$ cat config.mk
export PLATFORM = sky130hd
export DESIGN_NAME = hrs_top
export DESIGN_NICKNAME = d
export VERILOG_FILES = /design/src/rtl/hrs_pkg.sv /design/src/rtl/hrs_sync.sv /design/src/rtl/hrs_code_reg.sv /design/src/rtl/hrs_top.sv
export SDC_FILE = /design/constraint.sdc
export NUM_CORES = 1
export LEC_CHECK = 0
export BUFFER_PORTS_ARGS = -buffer_cell sky130_fd_sc_hd__buf_4
export CORE_MARGIN = 2
export CORE_UTILIZATION = 59
export DETAILED_ROUTE_END_ITERATION = 12
export MAX_ROUTING_LAYER = met4
export PLACE_DENSITY = 0.76
export SLEW_MARGIN = 25
export SYNTH_ARGS = -nofsm -noshare
export SYNTH_HDL_FRONTEND = slang
export SYNTH_SLANG_ARGS = --single-unit
$ cat constraint.sdc
create_clock -name CLK -period 3 [get_ports CLK]
set_input_delay 0 -clock CLK [delete_from_list [all_inputs] [get_ports CLK]]
set_output_delay 0 -clock CLK [all_outputs]
set_load 0.05 [all_outputs]
$ cat src/rtl/hrs_pkg.sv
package hrs_pkg;

	////////////////////////////////////////////////////////////////
	// register map, byte addresses of aligned 32-bit words
	localparam int           NCODE         = 5;
	localparam int           IX_SHUT       = 0;
	localparam int           IX_DISOP      = 1;
	localparam int           IX_HALT       = 2;
	localparam int           IX_FAULT      = 3;
	localparam int           IX_FOLLOW     = 4;
	localparam logic [7:0]   OFS_CODE [0:4] = '{8'h00, 8'h04, 8'h08, 8'h0C, 8'h10};
	localparam logic [7:0]   OFS_CTRL      = 8'h14;
	localparam logic [7:0]   OFS_MODE      = 8'h18;
	localparam logic [7:0]   OFS_FWIN      = 8'h1C;
	localparam logic [7:0]   OFS_FTMO      = 8'h20;
	localparam logic [7:0]   OFS_SCALE     = 8'h24;
	localparam logic [7:0]   OFS_SCALE_ACT = 8'h28;
	localparam logic [7:0]   OFS_STATUS    = 8'h2C;
	localparam logic [7:0]   OFS_ERRHIST   = 8'h30;
	localparam logic [7:0]   OFS_IRQ_ST    = 8'h34;
	localparam logic [7:0]   OFS_IRQ_MASK  = 8'h38;

	////////////////////////////////////////////////////////////////
	// reaction code ranges and values after reset
	localparam logic signed [15:0] CODE_MIN [0:4] = '{16'sh0000, 16'sh0000, 16'sh0001, 16'sh0000, 16'shFFFF};
	localparam logic signed [15:0] CODE_MAX [0:4] = '{16'sh0001, 16'sh0001, 16'sh0002, 16'sh0002, 16'sh0002};
	localparam logic signed [15:0] CODE_RST [0:4] = '{16'sh0001, 16'sh0001, 16'sh0001, 16'sh0002, 16'sh0002};

	////////////////////////////////////////////////////////////////
	// fields, reset values, sentinels
	localparam int           HALT_BIT     = 8;
	localparam logic [15:0]  CTRL_RST     = 16'h0000;
	localparam logic [7:0]   MODE_RST     = 8'h00;
	localparam logic [31:0]  FWIN_RST     = 32'h0000_0100;
	localparam logic [31:0]  FTMO_RST     = 32'h0000_0064;
	localparam logic [31:0]  SCALE_RST    = 32'h0000_0000;
	localparam logic [31:0]  FWIN_OFF     = 32'hFFFF_FFFF;
	localparam logic [31:0]  FTMO_OFF     = 32'h7FFF_FFFF;
	localparam logic [15:0]  FOLLOW_CODE  = 16'h0001;
	localparam int           IRQ_W        = 5;
	localparam int           IRQ_START    = 0;
	localparam int           IRQ_DONE     = 1;
	localparam int           IRQ_ERR      = 2;
	localparam int           IRQ_REJ      = 3;
	localparam int           IRQ_SCALE    = 4;
	localparam logic [4:0]   IRQ_MASK_RST = 5'h00;

	////////////////////////////////////////////////////////////////
	// operating modes in which the halt bit acts
	localparam logic [7:0]   MODE_PPOS    = 8'h01;
	localparam logic [7:0]   MODE_VEL     = 8'h02;
	localparam logic [7:0]   MODE_PVEL    = 8'h03;
	localparam logic [7:0]   MODE_PTRQ    = 8'h04;
	localparam logic [7:0]   MODE_IPOS    = 8'h07;

	typedef enum logic [1:0] {ACT_NONE = 2'b00, ACT_FREE = 2'b01, ACT_SLOW = 2'b10, ACT_QUICK = 2'b11} hrs_act_t;
	typedef enum logic [1:0] {ST_IDLE = 2'b00, ST_RAMP = 2'b01, ST_HALTED = 2'b10} hrs_state_t;
	typedef enum logic [1:0] {TGT_NONE = 2'b00, TGT_READY = 2'b01, TGT_SWON = 2'b10, TGT_FAULT = 2'b11} hrs_tgt_t;

	// reaction code to stop action, common to all triggers
	function automatic hrs_act_t hrs_code_act(input logic signed [15:0] c);
		case (c)
			16'sh0000: return ACT_FREE;
			16'sh0001: return ACT_SLOW;
			16'sh0002: return ACT_QUICK;
			default:   return ACT_NONE;
		endcase
	endfunction

	function automatic logic hrs_mode_halt(input logic [7:0] m);
		return m inside {MODE_PPOS, MODE_VEL, MODE_PVEL, MODE_PTRQ, MODE_IPOS};
	endfunction

endpackage

$ cat src/rtl/hrs_sync.sv
`timescale 1ns/100ps
module hrs_sync #(
	parameter int W = 1
) (
	input  wire logic         clk,
	input  wire logic         rst_n,
	input  wire logic [W-1:0] d,
	output logic      [W-1:0] q
);
	typedef struct packed {
		logic [W-1:0] s1;
		logic [W-1:0] s2;
	} hrs_sync_st_t;

	hrs_sync_st_t r;
	hrs_sync_st_t n;

	// two stages; only the second stage reads the first
	always_comb begin
		n    = r;
		n.s1 = d;
		n.s2 = r.s1;
		if (!rst_n) begin
			n = '0;
		end
	end

	always_ff @(posedge clk) begin
		r <= n;
	end

	assign q = r.s2;
endmodule

$ cat src/rtl/hrs_code_reg.sv
`timescale 1ns/100ps
module hrs_code_reg #(
	parameter logic signed [15:0] MINV = 16'sh0000,
	parameter logic signed [15:0] MAXV = 16'sh0001,
	parameter logic signed [15:0] RSTV = 16'sh0000
) (
	input  wire logic        clk,
	input  wire logic        rst_n,
	input  wire logic        wr,
	input  wire logic [15:0] wdata,
	output logic      [15:0] value,
	output logic             reject
);
	typedef struct packed {
		logic [15:0] val;
		logic        rej;
	} hrs_code_st_t;

	hrs_code_st_t r;
	hrs_code_st_t n;
	logic         ok;

	// reserved codes are refused so the last defined one stays in force
	assign ok = ($signed(wdata) >= MINV) && ($signed(wdata) <= MAXV);

	always_comb begin
		n     = r;
		n.rej = wr & ~ok; // [RL10]
		if (wr && ok) begin
			n.val = wdata;
		end
		if (!rst_n) begin
			n.val = RSTV;
			n.rej = 1'b0;
		end
	end

	always_ff @(posedge clk) begin
		r <= n;
	end

	assign value  = r.val;
	assign reject = r.rej;
endmodule

$ cat src/rtl/hrs_top.sv
`timescale 1ns/100ps
// Overview of operation
// [RL1] Shutdown: code 0 frees the motor, code 1 ramps then ready-to-switch-on.
// [RL2] Disable operation: code 0 frees the motor, code 1 ramps then switched-on.
// [RL3] Halt bit 8 set: code 1 slow-down ramp, code 2 quick-stop ramp.
// [RL4] Halt bit acts only in the five listed operating modes.
// [RL5] Fault: code 0 free switch-off, 1 slow-down ramp, 2 quick-stop ramp.
// [RL6] Every error stores a more specific code in the error history.
// [RL7] Following error: -1 nothing, 0 free, 1 slow ramp, 2 quick ramp.
// [RL8] Window all ones or timeout maximum positive turns error monitoring off.
// [RL9] Scaling writes wait until operation-enabled is left, then take effect.
// [RL10] Reserved reaction codes are refused and the old code is kept.
// [RL11] Host writes only defined codes and sets quick-stop deceleration first.
module hrs_top
	import hrs_pkg::*;
(
	input  wire logic        CLK,
	input  wire logic        RST_N,
	input  wire logic [7:0]  AVS_ADDRESS,
	input  wire logic        AVS_READ,
	input  wire logic        AVS_WRITE,
	input  wire logic [31:0] AVS_WRITEDATA,
	output logic      [31:0] AVS_READDATA,
	output logic             AVS_WAITREQUEST,
	input  wire logic        OP_ENABLED,
	input  wire logic        SHUTDOWN_REQ,
	input  wire logic        DISABLE_OP_REQ,
	input  wire logic        FAULT_EVT,
	input  wire logic [15:0] FAULT_CODE,
	input  wire logic        FOLLOW_EVT,
	input  wire logic        STANDSTILL,
	output logic             DRIVER_OFF,
	output logic             RAMP_SLOW,
	output logic             RAMP_QUICK,
	output logic             MONITOR_EN,
	output logic             STATE_GO,
	output hrs_pkg::hrs_tgt_t STATE_TGT,
	output logic      [31:0] SCALE_ACTIVE,
	output logic             IRQ
);
	import hrs_pkg::*;

	typedef struct packed {
		logic             ack;
		logic [31:0]      rdata;
		logic [15:0]      ctrl;
		logic [7:0]       mode;
		logic [31:0]      fwin;
		logic [31:0]      ftmo;
		logic [31:0]      scale_pend;
		logic [31:0]      scale_act;
		logic             scale_wait;
		hrs_state_t       st;
		hrs_act_t         act;
		hrs_tgt_t         tgt;
		logic             drv_off;
		logic             go;
		logic             mon;
		logic             halt_prev;
		logic             op_prev;
		logic [15:0]      err_hist;
		logic [7:0]       err_cnt;
		logic [IRQ_W-1:0] irq_st;
		logic [IRQ_W-1:0] irq_mask;
	} hrs_top_st_t;

	hrs_top_st_t      r;
	hrs_top_st_t      n;
	logic             req;
	logic             rd_take;
	logic             wr_take;
	logic [15:0]      cv [0:NCODE-1];
	logic [NCODE-1:0] rej;
	logic [NCODE-1:0] code_wr;
	logic             stand_s;
	logic             halt_rise;
	logic             follow_hit;
	logic             idle;
	hrs_act_t         t_act;
	hrs_tgt_t         t_tgt;
	logic [31:0]      rd;
	logic [IRQ_W-1:0] irq_set;

	////////////////////////////////////////////////////////////////
	// bus handshake: one wait cycle, then the answer
	assign req             = AVS_READ | AVS_WRITE;
	assign AVS_WAITREQUEST = req & ~r.ack;
	assign rd_take         = AVS_READ & r.ack;
	assign wr_take         = AVS_WRITE & r.ack;

	// the ramp end comes from the power stage pin, so it is synchronised
	hrs_sync #(
		.W (1)
	) u_stand_sync (
		.clk   (CLK),
		.rst_n (RST_N),
		.d     (STANDSTILL),
		.q     (stand_s)
	);

	////////////////////////////////////////////////////////////////
	// one checked register per reaction code
	genvar gi;
	generate
		for (gi = 0; gi < NCODE; gi++) begin : g_code
			assign code_wr[gi] = wr_take && (AVS_ADDRESS == OFS_CODE[gi]);
			hrs_code_reg #(
				.MINV (CODE_MIN[gi]),
				.MAXV (CODE_MAX[gi]),
				.RSTV (CODE_RST[gi])
			) u_code (
				.clk    (CLK),
				.rst_n  (RST_N),
				.wr     (code_wr[gi]),
				.wdata  (AVS_WRITEDATA[15:0]),
				.value  (cv[gi]),
				.reject (rej[gi])
			);
		end
	endgenerate

	////////////////////////////////////////////////////////////////
	// trigger qualification
	assign idle       = (r.st == ST_IDLE);
	assign halt_rise  = r.ctrl[HALT_BIT] & ~r.halt_prev & hrs_mode_halt(r.mode) & OP_ENABLED; // [RL4]
	assign follow_hit = FOLLOW_EVT & r.mon; // [RL8]

	// fault wins over everything and may cut into a running reaction
	always_comb begin
		t_act = ACT_NONE;
		t_tgt = TGT_NONE;
		if (FAULT_EVT) begin
			t_act = hrs_code_act(cv[IX_FAULT]); // [RL5]
			t_tgt = TGT_FAULT;
		end else if (idle && follow_hit) begin
			t_act = hrs_code_act(cv[IX_FOLLOW]); // [RL7]
			t_tgt = TGT_FAULT;
		end else if (idle && OP_ENABLED && SHUTDOWN_REQ) begin
			t_act = hrs_code_act(cv[IX_SHUT]); // [RL1]
			t_tgt = TGT_READY;
		end else if (idle && OP_ENABLED && DISABLE_OP_REQ) begin
			t_act = hrs_code_act(cv[IX_DISOP]); // [RL2]
			t_tgt = TGT_SWON;
		end else if (idle && halt_rise) begin
			t_act = hrs_code_act(cv[IX_HALT]); // [RL3]
			t_tgt = TGT_NONE;
		end
	end

	////////////////////////////////////////////////////////////////
	// read mux, registered one cycle before the answer
	always_comb begin
		rd = 32'h0000_0000;
		for (int i = 0; i < NCODE; i++) begin
			if (AVS_ADDRESS == OFS_CODE[i]) begin
				rd = {{16{cv[i][15]}}, cv[i]};
			end
		end
		if (AVS_ADDRESS == OFS_CTRL) begin
			rd = {16'h0000, r.ctrl};
		end else if (AVS_ADDRESS == OFS_MODE) begin
			rd = {24'h00_0000, r.mode};
		end else if (AVS_ADDRESS == OFS_FWIN) begin
			rd = r.fwin;
		end else if (AVS_ADDRESS == OFS_FTMO) begin
			rd = r.ftmo;
		end else if (AVS_ADDRESS == OFS_SCALE) begin
			rd = r.scale_pend;
		end else if (AVS_ADDRESS == OFS_SCALE_ACT) begin
			rd = r.scale_act;
		end else if (AVS_ADDRESS == OFS_STATUS) begin
			rd = {13'h0000, r.st, r.act, r.tgt, r.drv_off, r.mon, r.scale_wait, 2'b00, r.err_cnt};
		end else if (AVS_ADDRESS == OFS_ERRHIST) begin
			rd = {16'h0000, r.err_hist};
		end else if (AVS_ADDRESS == OFS_IRQ_ST) begin
			rd = {27'h000_0000, r.irq_st};
		end else if (AVS_ADDRESS == OFS_IRQ_MASK) begin
			rd = {27'h000_0000, r.irq_mask};
		end
	end

	////////////////////////////////////////////////////////////////
	// next state of the whole block
	always_comb begin
		n       = r;
		n.go    = 1'b0;
		irq_set = '0;
		n.ack   = req & ~r.ack;
		if (req && !r.ack) begin
			n.rdata = rd;
		end

		// pending scaling goes live once operation-enabled is left
		if (!OP_ENABLED && r.scale_wait) begin
			n.scale_act       = r.scale_pend; // [RL9]
			n.scale_wait      = 1'b0;
			irq_set[IRQ_SCALE] = 1'b1;
		end

		// register writes; applied after the scaling step so none is lost
		if (wr_take) begin
			if (AVS_ADDRESS == OFS_CTRL) begin
				n.ctrl = AVS_WRITEDATA[15:0];
			end else if (AVS_ADDRESS == OFS_MODE) begin
				n.mode = AVS_WRITEDATA[7:0];
			end else if (AVS_ADDRESS == OFS_FWIN) begin
				n.fwin = AVS_WRITEDATA;
			end else if (AVS_ADDRESS == OFS_FTMO) begin
				n.ftmo = AVS_WRITEDATA;
			end else if (AVS_ADDRESS == OFS_SCALE) begin
				n.scale_pend = AVS_WRITEDATA;
				n.scale_wait = 1'b1; // [RL9]
			end else if (AVS_ADDRESS == OFS_IRQ_MASK) begin
				n.irq_mask = AVS_WRITEDATA[IRQ_W-1:0];
			end
		end

		// sentinel thresholds switch monitoring off
		n.mon       = !((r.fwin == FWIN_OFF) || (r.ftmo == FTMO_OFF)); // [RL8]
		n.halt_prev = r.ctrl[HALT_BIT];
		n.op_prev   = OP_ENABLED;

		// driver comes back only when operation is enabled again
		if (OP_ENABLED && !r.op_prev) begin
			n.drv_off = 1'b0;
		end

		// reaction sequencer
		case (r.st)
			ST_IDLE: begin
				n.st = ST_IDLE;
			end
			ST_RAMP: begin
				if (stand_s) begin
					n.go              = (r.tgt != TGT_NONE); // [RL1] [RL2]
					irq_set[IRQ_DONE] = 1'b1;
					if (r.tgt == TGT_NONE && r.ctrl[HALT_BIT]) begin
						n.st = ST_HALTED;
					end else begin
						n.st = ST_IDLE;
					end
				end
			end
			ST_HALTED: begin
				if (!r.ctrl[HALT_BIT]) begin
					n.st = ST_IDLE;
				end
			end
			default: begin
				n.st = ST_IDLE;
			end
		endcase

		// a new reaction overrides the sequencer step above
		if (t_act == ACT_FREE) begin
			n.drv_off          = 1'b1; // [RL1] [RL2] [RL5] [RL7]
			n.go               = (t_tgt != TGT_NONE);
			n.tgt              = t_tgt;
			n.act              = ACT_FREE;
			n.st               = ST_IDLE;
			irq_set[IRQ_START] = 1'b1;
			irq_set[IRQ_DONE]  = 1'b1;
		end else if (t_act != ACT_NONE) begin
			n.st               = ST_RAMP; // [RL3] [RL5] [RL7]
			n.act              = t_act;
			n.tgt              = t_tgt;
			irq_set[IRQ_START] = 1'b1;
		end

		// error history; a fault outranks a same-cycle following error
		if (FAULT_EVT) begin
			n.err_hist       = FAULT_CODE; // [RL6]
			n.err_cnt        = r.err_cnt + 8'h01;
			irq_set[IRQ_ERR] = 1'b1;
		end else if (follow_hit) begin
			n.err_hist       = FOLLOW_CODE; // [RL6]
			n.err_cnt        = r.err_cnt + 8'h01;
			irq_set[IRQ_ERR] = 1'b1;
		end
		irq_set[IRQ_REJ] = |rej;

		// read clears status; a new event in that cycle survives
		if (rd_take && AVS_ADDRESS == OFS_IRQ_ST) begin
			n.irq_st = irq_set;
		end else begin
			n.irq_st = r.irq_st | irq_set;
		end

		if (!RST_N) begin
			n            = '0;
			n.ctrl       = CTRL_RST;
			n.mode       = MODE_RST;
			n.fwin       = FWIN_RST;
			n.ftmo       = FTMO_RST;
			n.scale_pend = SCALE_RST;
			n.scale_act  = SCALE_RST;
			n.irq_mask   = IRQ_MASK_RST;
		end
	end

	always_ff @(posedge CLK) begin
		r <= n;
	end

	////////////////////////////////////////////////////////////////
	// outputs, all from flops except the handshake
	assign AVS_READDATA = r.rdata;
	assign DRIVER_OFF   = r.drv_off;
	assign RAMP_SLOW    = (r.st != ST_IDLE) && (r.act == ACT_SLOW);
	assign RAMP_QUICK   = (r.st != ST_IDLE) && (r.act == ACT_QUICK);
	assign MONITOR_EN   = r.mon;
	assign STATE_GO     = r.go;
	assign STATE_TGT    = r.tgt;
	assign SCALE_ACTIVE = r.scale_act;
	assign IRQ          = |(r.irq_st & r.irq_mask);
endmodule

==> run metrics, run 1 <==
wire length per cell=22.6 µm; status=complete, no violations; Ant. Diodes=0; Syn Inst Count=between 1500 and 2000; vias in the first global route=roughly 13000; final hold slack=between 0.01 and 0.015 ns; Total Wirelength=just under 50 mm; TritonCTS clock tree=yes; IO Pins=around 140; PostCTS Resize Cnt=0; clk slew on worst S/H paths=roughly 0.060 ns; Ys Warns=0; Top FF cell, synth=dfxtp_1; Tcrit/Tclk final=0.965; routed vias/inst=6.49; Slew Viols, Final=0; Tmin final=about 2.9 ns; Synth top area share=0.451; IR drop worst, VDD=0.332 mV; startpoint class of the critical path=primary input; initial antenna violation count=0; dpl hpwl=about 33 mm; Initial Utilization=0.602; Initial DRC Count=2328; Worst setup startpoint=AVS_ADDRESS[3]; CTS Buf Count=34; R2R Setup Slk=between 0.3 and 0.4 ns; RSZ-0062 raised after global routing=no; syn avg cell area=approximately 8.2 µm²; drt first pass iters=10; Die X=about 160 µm; Total Die Area=roughly 25000 µm²; final hold viol count=0; clock root buffer=clkbuf_16; asr flop ratio synth=0; DR vias=between 10000 and 15000; post-synth top area cell=dfxtp_1; max-cap viol count=0; hold crit path type=primary input to register; worst-skew pair later-pin latency=approximately 0.52 ns; crit end category=register; Die Y=159 µm; # DRC=0; Routed Antenna Nets=0; Mapped Nets=1779; count of different cell masters after synthesis=70; r2r worst-path depth=5; Slew @ Worst Pin=approximately 1.1 ns; CP Class=primary input to register; final design utilization=0.712; clk sinks=between 300 and 400; area of the core=approximately 23000 µm²; H-tree depth=2; EDFF count, synth=0; synthesized cell area=14100 µm²; gpl congestion=1.03; commonest cells in the netlist=389 x nand2_1, 318 x dfxtp_1, 202 x a21oi_1; Synth Register Bits=approximately 320; top post-synthesis cells by area=dfxtp_1 45%, nand2_1 10%, a21oi_1 7.2%; row count=56; Layout area overhead=18.3%; CP max FO=29; count leader, synth=nand2_1; clk buf depth=3; nets@finish=1878; Total GRT Usage=0.384; leakage=between 0.006 and 0.007 µW; first-pass GRT wire length=between 70 and 80 mm; GRT Residual Overflow=0; reg2reg end=AVS_READDATA[3]; port buffer count=between 100 and 150; worst relative slew slack=0.236; Worst Path Required=roughly 3.3 ns; Critical R2R Launch=g_code[2].u_code.value[3]; sequential share of the synthesized area=0.451; fmax=between 300 and 400 MHz; Worst EP arrival=~3.2 ns; # setup viols final=0; skew final=between 0.01 and 0.015 ns; pin count of the biggest net entering global routing=about 120; layout cells sized above 1=0.150; timing endpoint of the critical path=AVS_READDATA[3]; PD cells=~550 nW/µm²
## routing by layer
| layer | GRT usage | part of all wire | vias up |
|---|---|---|---|
| met3 | 0.0752 | 0.14 | 143 |
| li1 | - | - | 6199 |
| met1 | 0.554 | 0.41 | 6526 |
| met5 | - | 0 | - |
| met4 | 0.123 | 0.035 | 0 |
| met2 | 0.540 | 0.42 | 1102 |
## cells by family after synthesis
family,synth area share
and+or+nand+nor,0.240
AOI/OAI and AO/OA,0.183
DFF,0.451
buffers and inverters,0.0751
muxes,0.0414
xor gates and xnor gates,0.00868
adders and majority gates,0.000886
## worst min path at each step
stage,from,end,cells after the start
2_1_floorplan,OP_ENABLED,r[34],1
3_3_place_gp,STANDSTILL,u_stand_sync.r[1],2
3_5_place_dp,STANDSTILL,u_stand_sync.r[1],2
4_1_cts,FAULT_EVT,r[27],3
5_1_grt,FAULT_EVT,r[29],3
6_report,AVS_ADDRESS[2],g_code[3].u_code.reject,3
## flip-flops by register name, summed over array words and instances, names as in the netlist, 2 cells and up
signal and count:
AVS_READDATA 32, SCALE_ACTIVE 32, STATE_TGT 2, g_code.u_code.reject 5, g_code.u_code.value 80, r 162
## critical path, cell delays in order
cell	delay, ns
dlygate4sd3_1	0.53
buf_4	0.31
or4_1	0.36
nor2_1	0.17
buf_4	0.20
a222oi_1	0.36
nand3_1	0.12
a2111oi_1	1.01
o22ai_1	0.14
## placed cells by master, fill, tap and decap left out, types with 9 or more instances in the layout
master	n
nor3_1	18
o31ai_1	16
nand3_1	28
a221oi_1	23
dlygate4sd3_1	64
a22oi_1	23
mux2i_1	28
o21ai_0	41
a21oi_1	202
inv_1	11
mux4_2	11
o22ai_1	25
nor2_1	90
a222oi_1	9
and2_1	63
nand2_1	389
clkbuf_16	34
dfxtp_1	318
nor4_1	30
buf_4	184
nand4_1	32
## layout make-up
cell class                      instances  area (µm²)
Clock inverter                         12         164
Tap cell                              319         399
Multi-Input combinational cell       1196        6730
Clock buffer                           47         950
Sequential cell                       318        6370
Timing Repair Buffer                  249        2040
Inverter                               12        50.0
Fill cell                            1848        6770
## timing repair
item,4_1_cts,5_1_grt
endpoints found under the hold margin,173,0
hold buffers,64,0
buffers inserted,0,0
## stage by stage
step                       TNS [ns]  std cells  setup slack, ns  total power, µW  area, µm²
after floorplan                   0       1712            0.750             4720      14100
after global placement    -0.000758       2030        -0.000758             4960      14900
after detailed placement          0       2030            0.265             4970      14900
after CTS                         0       2153            0.320             9190      16700
after global routing              0       2153           0.0476             9400      16700
final                             0       2153            0.105             9210      16700
## power breakdown
| group | switching, µW | total (µW) | internal, µW |
|---|---|---|---|
| logic | 416 | 663 | 246 |
| registers | 47.0 | 4310 | 4260 |
| clock network | 1750 | 4240 | 2490 |
| total | 2210 | 9210 | 7000 |
(Power assumes the default switching activity.)
==> run 2, diff against run 1 <==
--- a/config.mk
+++ b/config.mk
@@ -10,7 +10,7 @@
 export CORE_UTILIZATION = 59
 export DETAILED_ROUTE_END_ITERATION = 12
 export MAX_ROUTING_LAYER = met4
-export PLACE_DENSITY = 0.76
+export PLACE_DENSITY = 0.8
 export SLEW_MARGIN = 25
 export SYNTH_ARGS = -nofsm -noshare
 export SYNTH_HDL_FRONTEND = slang
==> run 2 against run 1 <==
Net effect: largest cell class unchanged; largest power group unchanged; setup slack worse by 0.0065 ns; sequential power hardly changed; cell count hardly changed.
==> run metrics, run 2 (synthesis gave the netlist of run 1 again) <==
clk sinks=318 (unchanged); vias in the first global route=13000 (+2.7%); top layer in use=met4; total power=9150 µW (-0.73%); layout cells sized above 1=0.151 (+0.000793); Worst EP arrival=3.31 ns (+0.08 ns); # DRC=0 (unchanged); gpl congestion=1.02 (-0.62%); DR WL met3=7.22 mm (+4.7%); Flop pwr share=0.472 (+0.004); clock root buffer=clkbuf_16; final design utilization=0.711 (about the same); PostCTS Resize Cnt=0 (unchanged); max-cap viol count=0 (unchanged); final hold viol count=0 (unchanged); Initial DRC Count=2371 (+1.8%); IO Pins=139 (unchanged); area of the core=23500 µm² (unchanged); Routed Antenna Nets=0 (unchanged); Place WS=-0.172 ns (-0.437 ns); dpl hpwl=35.0 mm (+4.9%); fmax=345 MHz (-0.22%); TritonCTS clock tree=yes; final hold slack=0.0146 ns (+0.00128 ns); Slowest cell on crit path=or4_1; Comb power frac=0.073 (about the same); # setup viols final=0 (unchanged); Layout area overhead=18.2% (about the same); Hold Buf Count CTS=64 (unchanged); most frequent cells in the layout=389 x nand2_1, 318 x dfxtp_1, 202 x a21oi_1; switch share=0.236 (-0.00418); number of flip-flops in the largest register=162 (unchanged); drt first pass iters=7 (-3); status=complete, no violations; Die Y=159 µm (unchanged); skew final=0.0126 ns (-0.00134 ns); clk buf depth=3 (unchanged); Worst path max stage delay=0.70 ns (-0.31 ns); Clock Power Share=0.456 (-0.004); Tmin final=2.90 ns (+0.00650 ns); NetSw=2160 µW (-2.5%); setup ws final=0.0988 ns (-0.00650 ns); Total Wirelength=50.3 mm (+3.3%); port buffer count=138 (unchanged); DR vias=14100 (+0.69%); Slew @ Worst Pin=1.15 ns (+0.00747 ns); CTS Buf Count=34 (unchanged); Total Die Area=25200 µm² (unchanged); clk slew on worst S/H paths=0.06 ns (about the same); cell repeated most along the worst path=buf_4; worst relative slew slack=0.213 (-0.0229); wire length on met1=19.9 mm (+0.26%); wire length per cell=23.4 µm (+3.3%); critical-path cell list=dlygate4sd3_1 -> buf_4 -> or4_1 -> nor2_1 -> buf_4 -> nand2_1 -> buf_4 -> nand2_1 -> nand3_1 -> dlygate4sd3_1; most common cell after layout, fill and taps aside=nand2_1; RSZ-0062 raised after global routing=no; first-pass GRT wire length=77.4 mm (+3.7%); Die X=159 µm (unchanged); Slew Viols, Final=0 (unchanged); Initial Utilization=0.602 (unchanged); worst-skew pair later-pin latency=0.52 ns (about the same); Worst Path Required=3.41 ns (+0.07 ns); pin count of the biggest net entering global routing=82 (-32%); row count=56 (unchanged); nets@finish=1880 (+0.11%); Tcrit/Tclk final=0.967 (+0.00217); WP buf/inv=5 (+2); metal2 WL=21.0 mm (+3.3%); crit end category=register; routed vias/inst=6.54 (+0.78%); H-tree depth=2 (unchanged); CP Class=primary input to register; Internal Power=6990 µW (-0.18%); PD cells=548 nW/µm² (-0.69%); IR drop worst, VDD=0.402 mV (+21%); leakage=0.00615 µW (-0.14%); final setup TNS=0 ns (unchanged); GRT Residual Overflow=0 (unchanged); Top Family by Delay on Critical Path=buffers and inverters; largest register by flop count=r; Total GRT Usage=0.401 (+0.0173); hold crit path type=primary input to register; startpoint class of the critical path=primary input; postcts setup bufs=0 (unchanged); CP max FO=32 (+10%); initial antenna violation count=1 (+1)
run 2: changes by cell type in the layout (fill, tap and decap cells not counted), moves of 2 or more:
cell and change:
clkbuf_8 +2, clkinv_2 -2, buf_4 +3, clkbuf_1 -2
a2111oi_1 -2, bufinv_16 -2, clkbuf_16 +3, inv_6 -3
run 2: worst min-delay path, cell delays in order:
cell,delay [ns]
buf_4,0.22
a22oi_1,0.20
nor2_1,0.05
run 2: path summary, 6_finish.rpt:
| kind | startpoint | end | slack, ns | depth (start not counted) |
|---|---|---|---|---|
| min | FAULT_EVT | r[22] | 0.01 | 3 |
| min reg2reg | u_stand_sync.r[1] | u_stand_sync.q | 0.44 | 1 |
| max | AVS_ADDRESS[1] | r[115] | 0.1 | 10 |
| max reg2reg | g_code[2].u_code.value[3] | AVS_READDATA[3] | 0.33 | 5 |
run 2: power groups by stage:
| stage | Combinational [µW] | Clock (µW) | Sequential, µW |
|---|---|---|---|
| detailed placement | 572 | 0 | 4400 |
| floorplan | 338 | 0 | 4390 |
| CTS | 640 | 4170 | 4310 |
| global route | 695 | 4320 | 4310 |
| global placement | 567 | 0 | 4400 |
| finish | 664 | 4170 | 4320 |
run 2: cell type report:
type	count	area, µm²
clock inverter	4	50.0
tap	319	399
timing repair buffer	251	2040
antenna	1	2.50
clock buffer	50	1040
multi-input combinational	1196	6740
sequential	318	6370
inverter	12	50.0
fill	1849	6780
run 2: layer usage:
layer,track usage,up-vias
met5,-,-
met4,0.149,0
met3,0.108,181
met2,0.567,1036
met1,0.550,6649
li1,-,6200
run 2: metrics by stage:
stage	instance area [µm²]	instances
6_report	16700	2151
5_1_grt	16700	2151
4_1_cts	16700	2150
3_5_place_dp	15000	2032
3_3_place_gp	14900	2032
2_1_floorplan	14100	1712
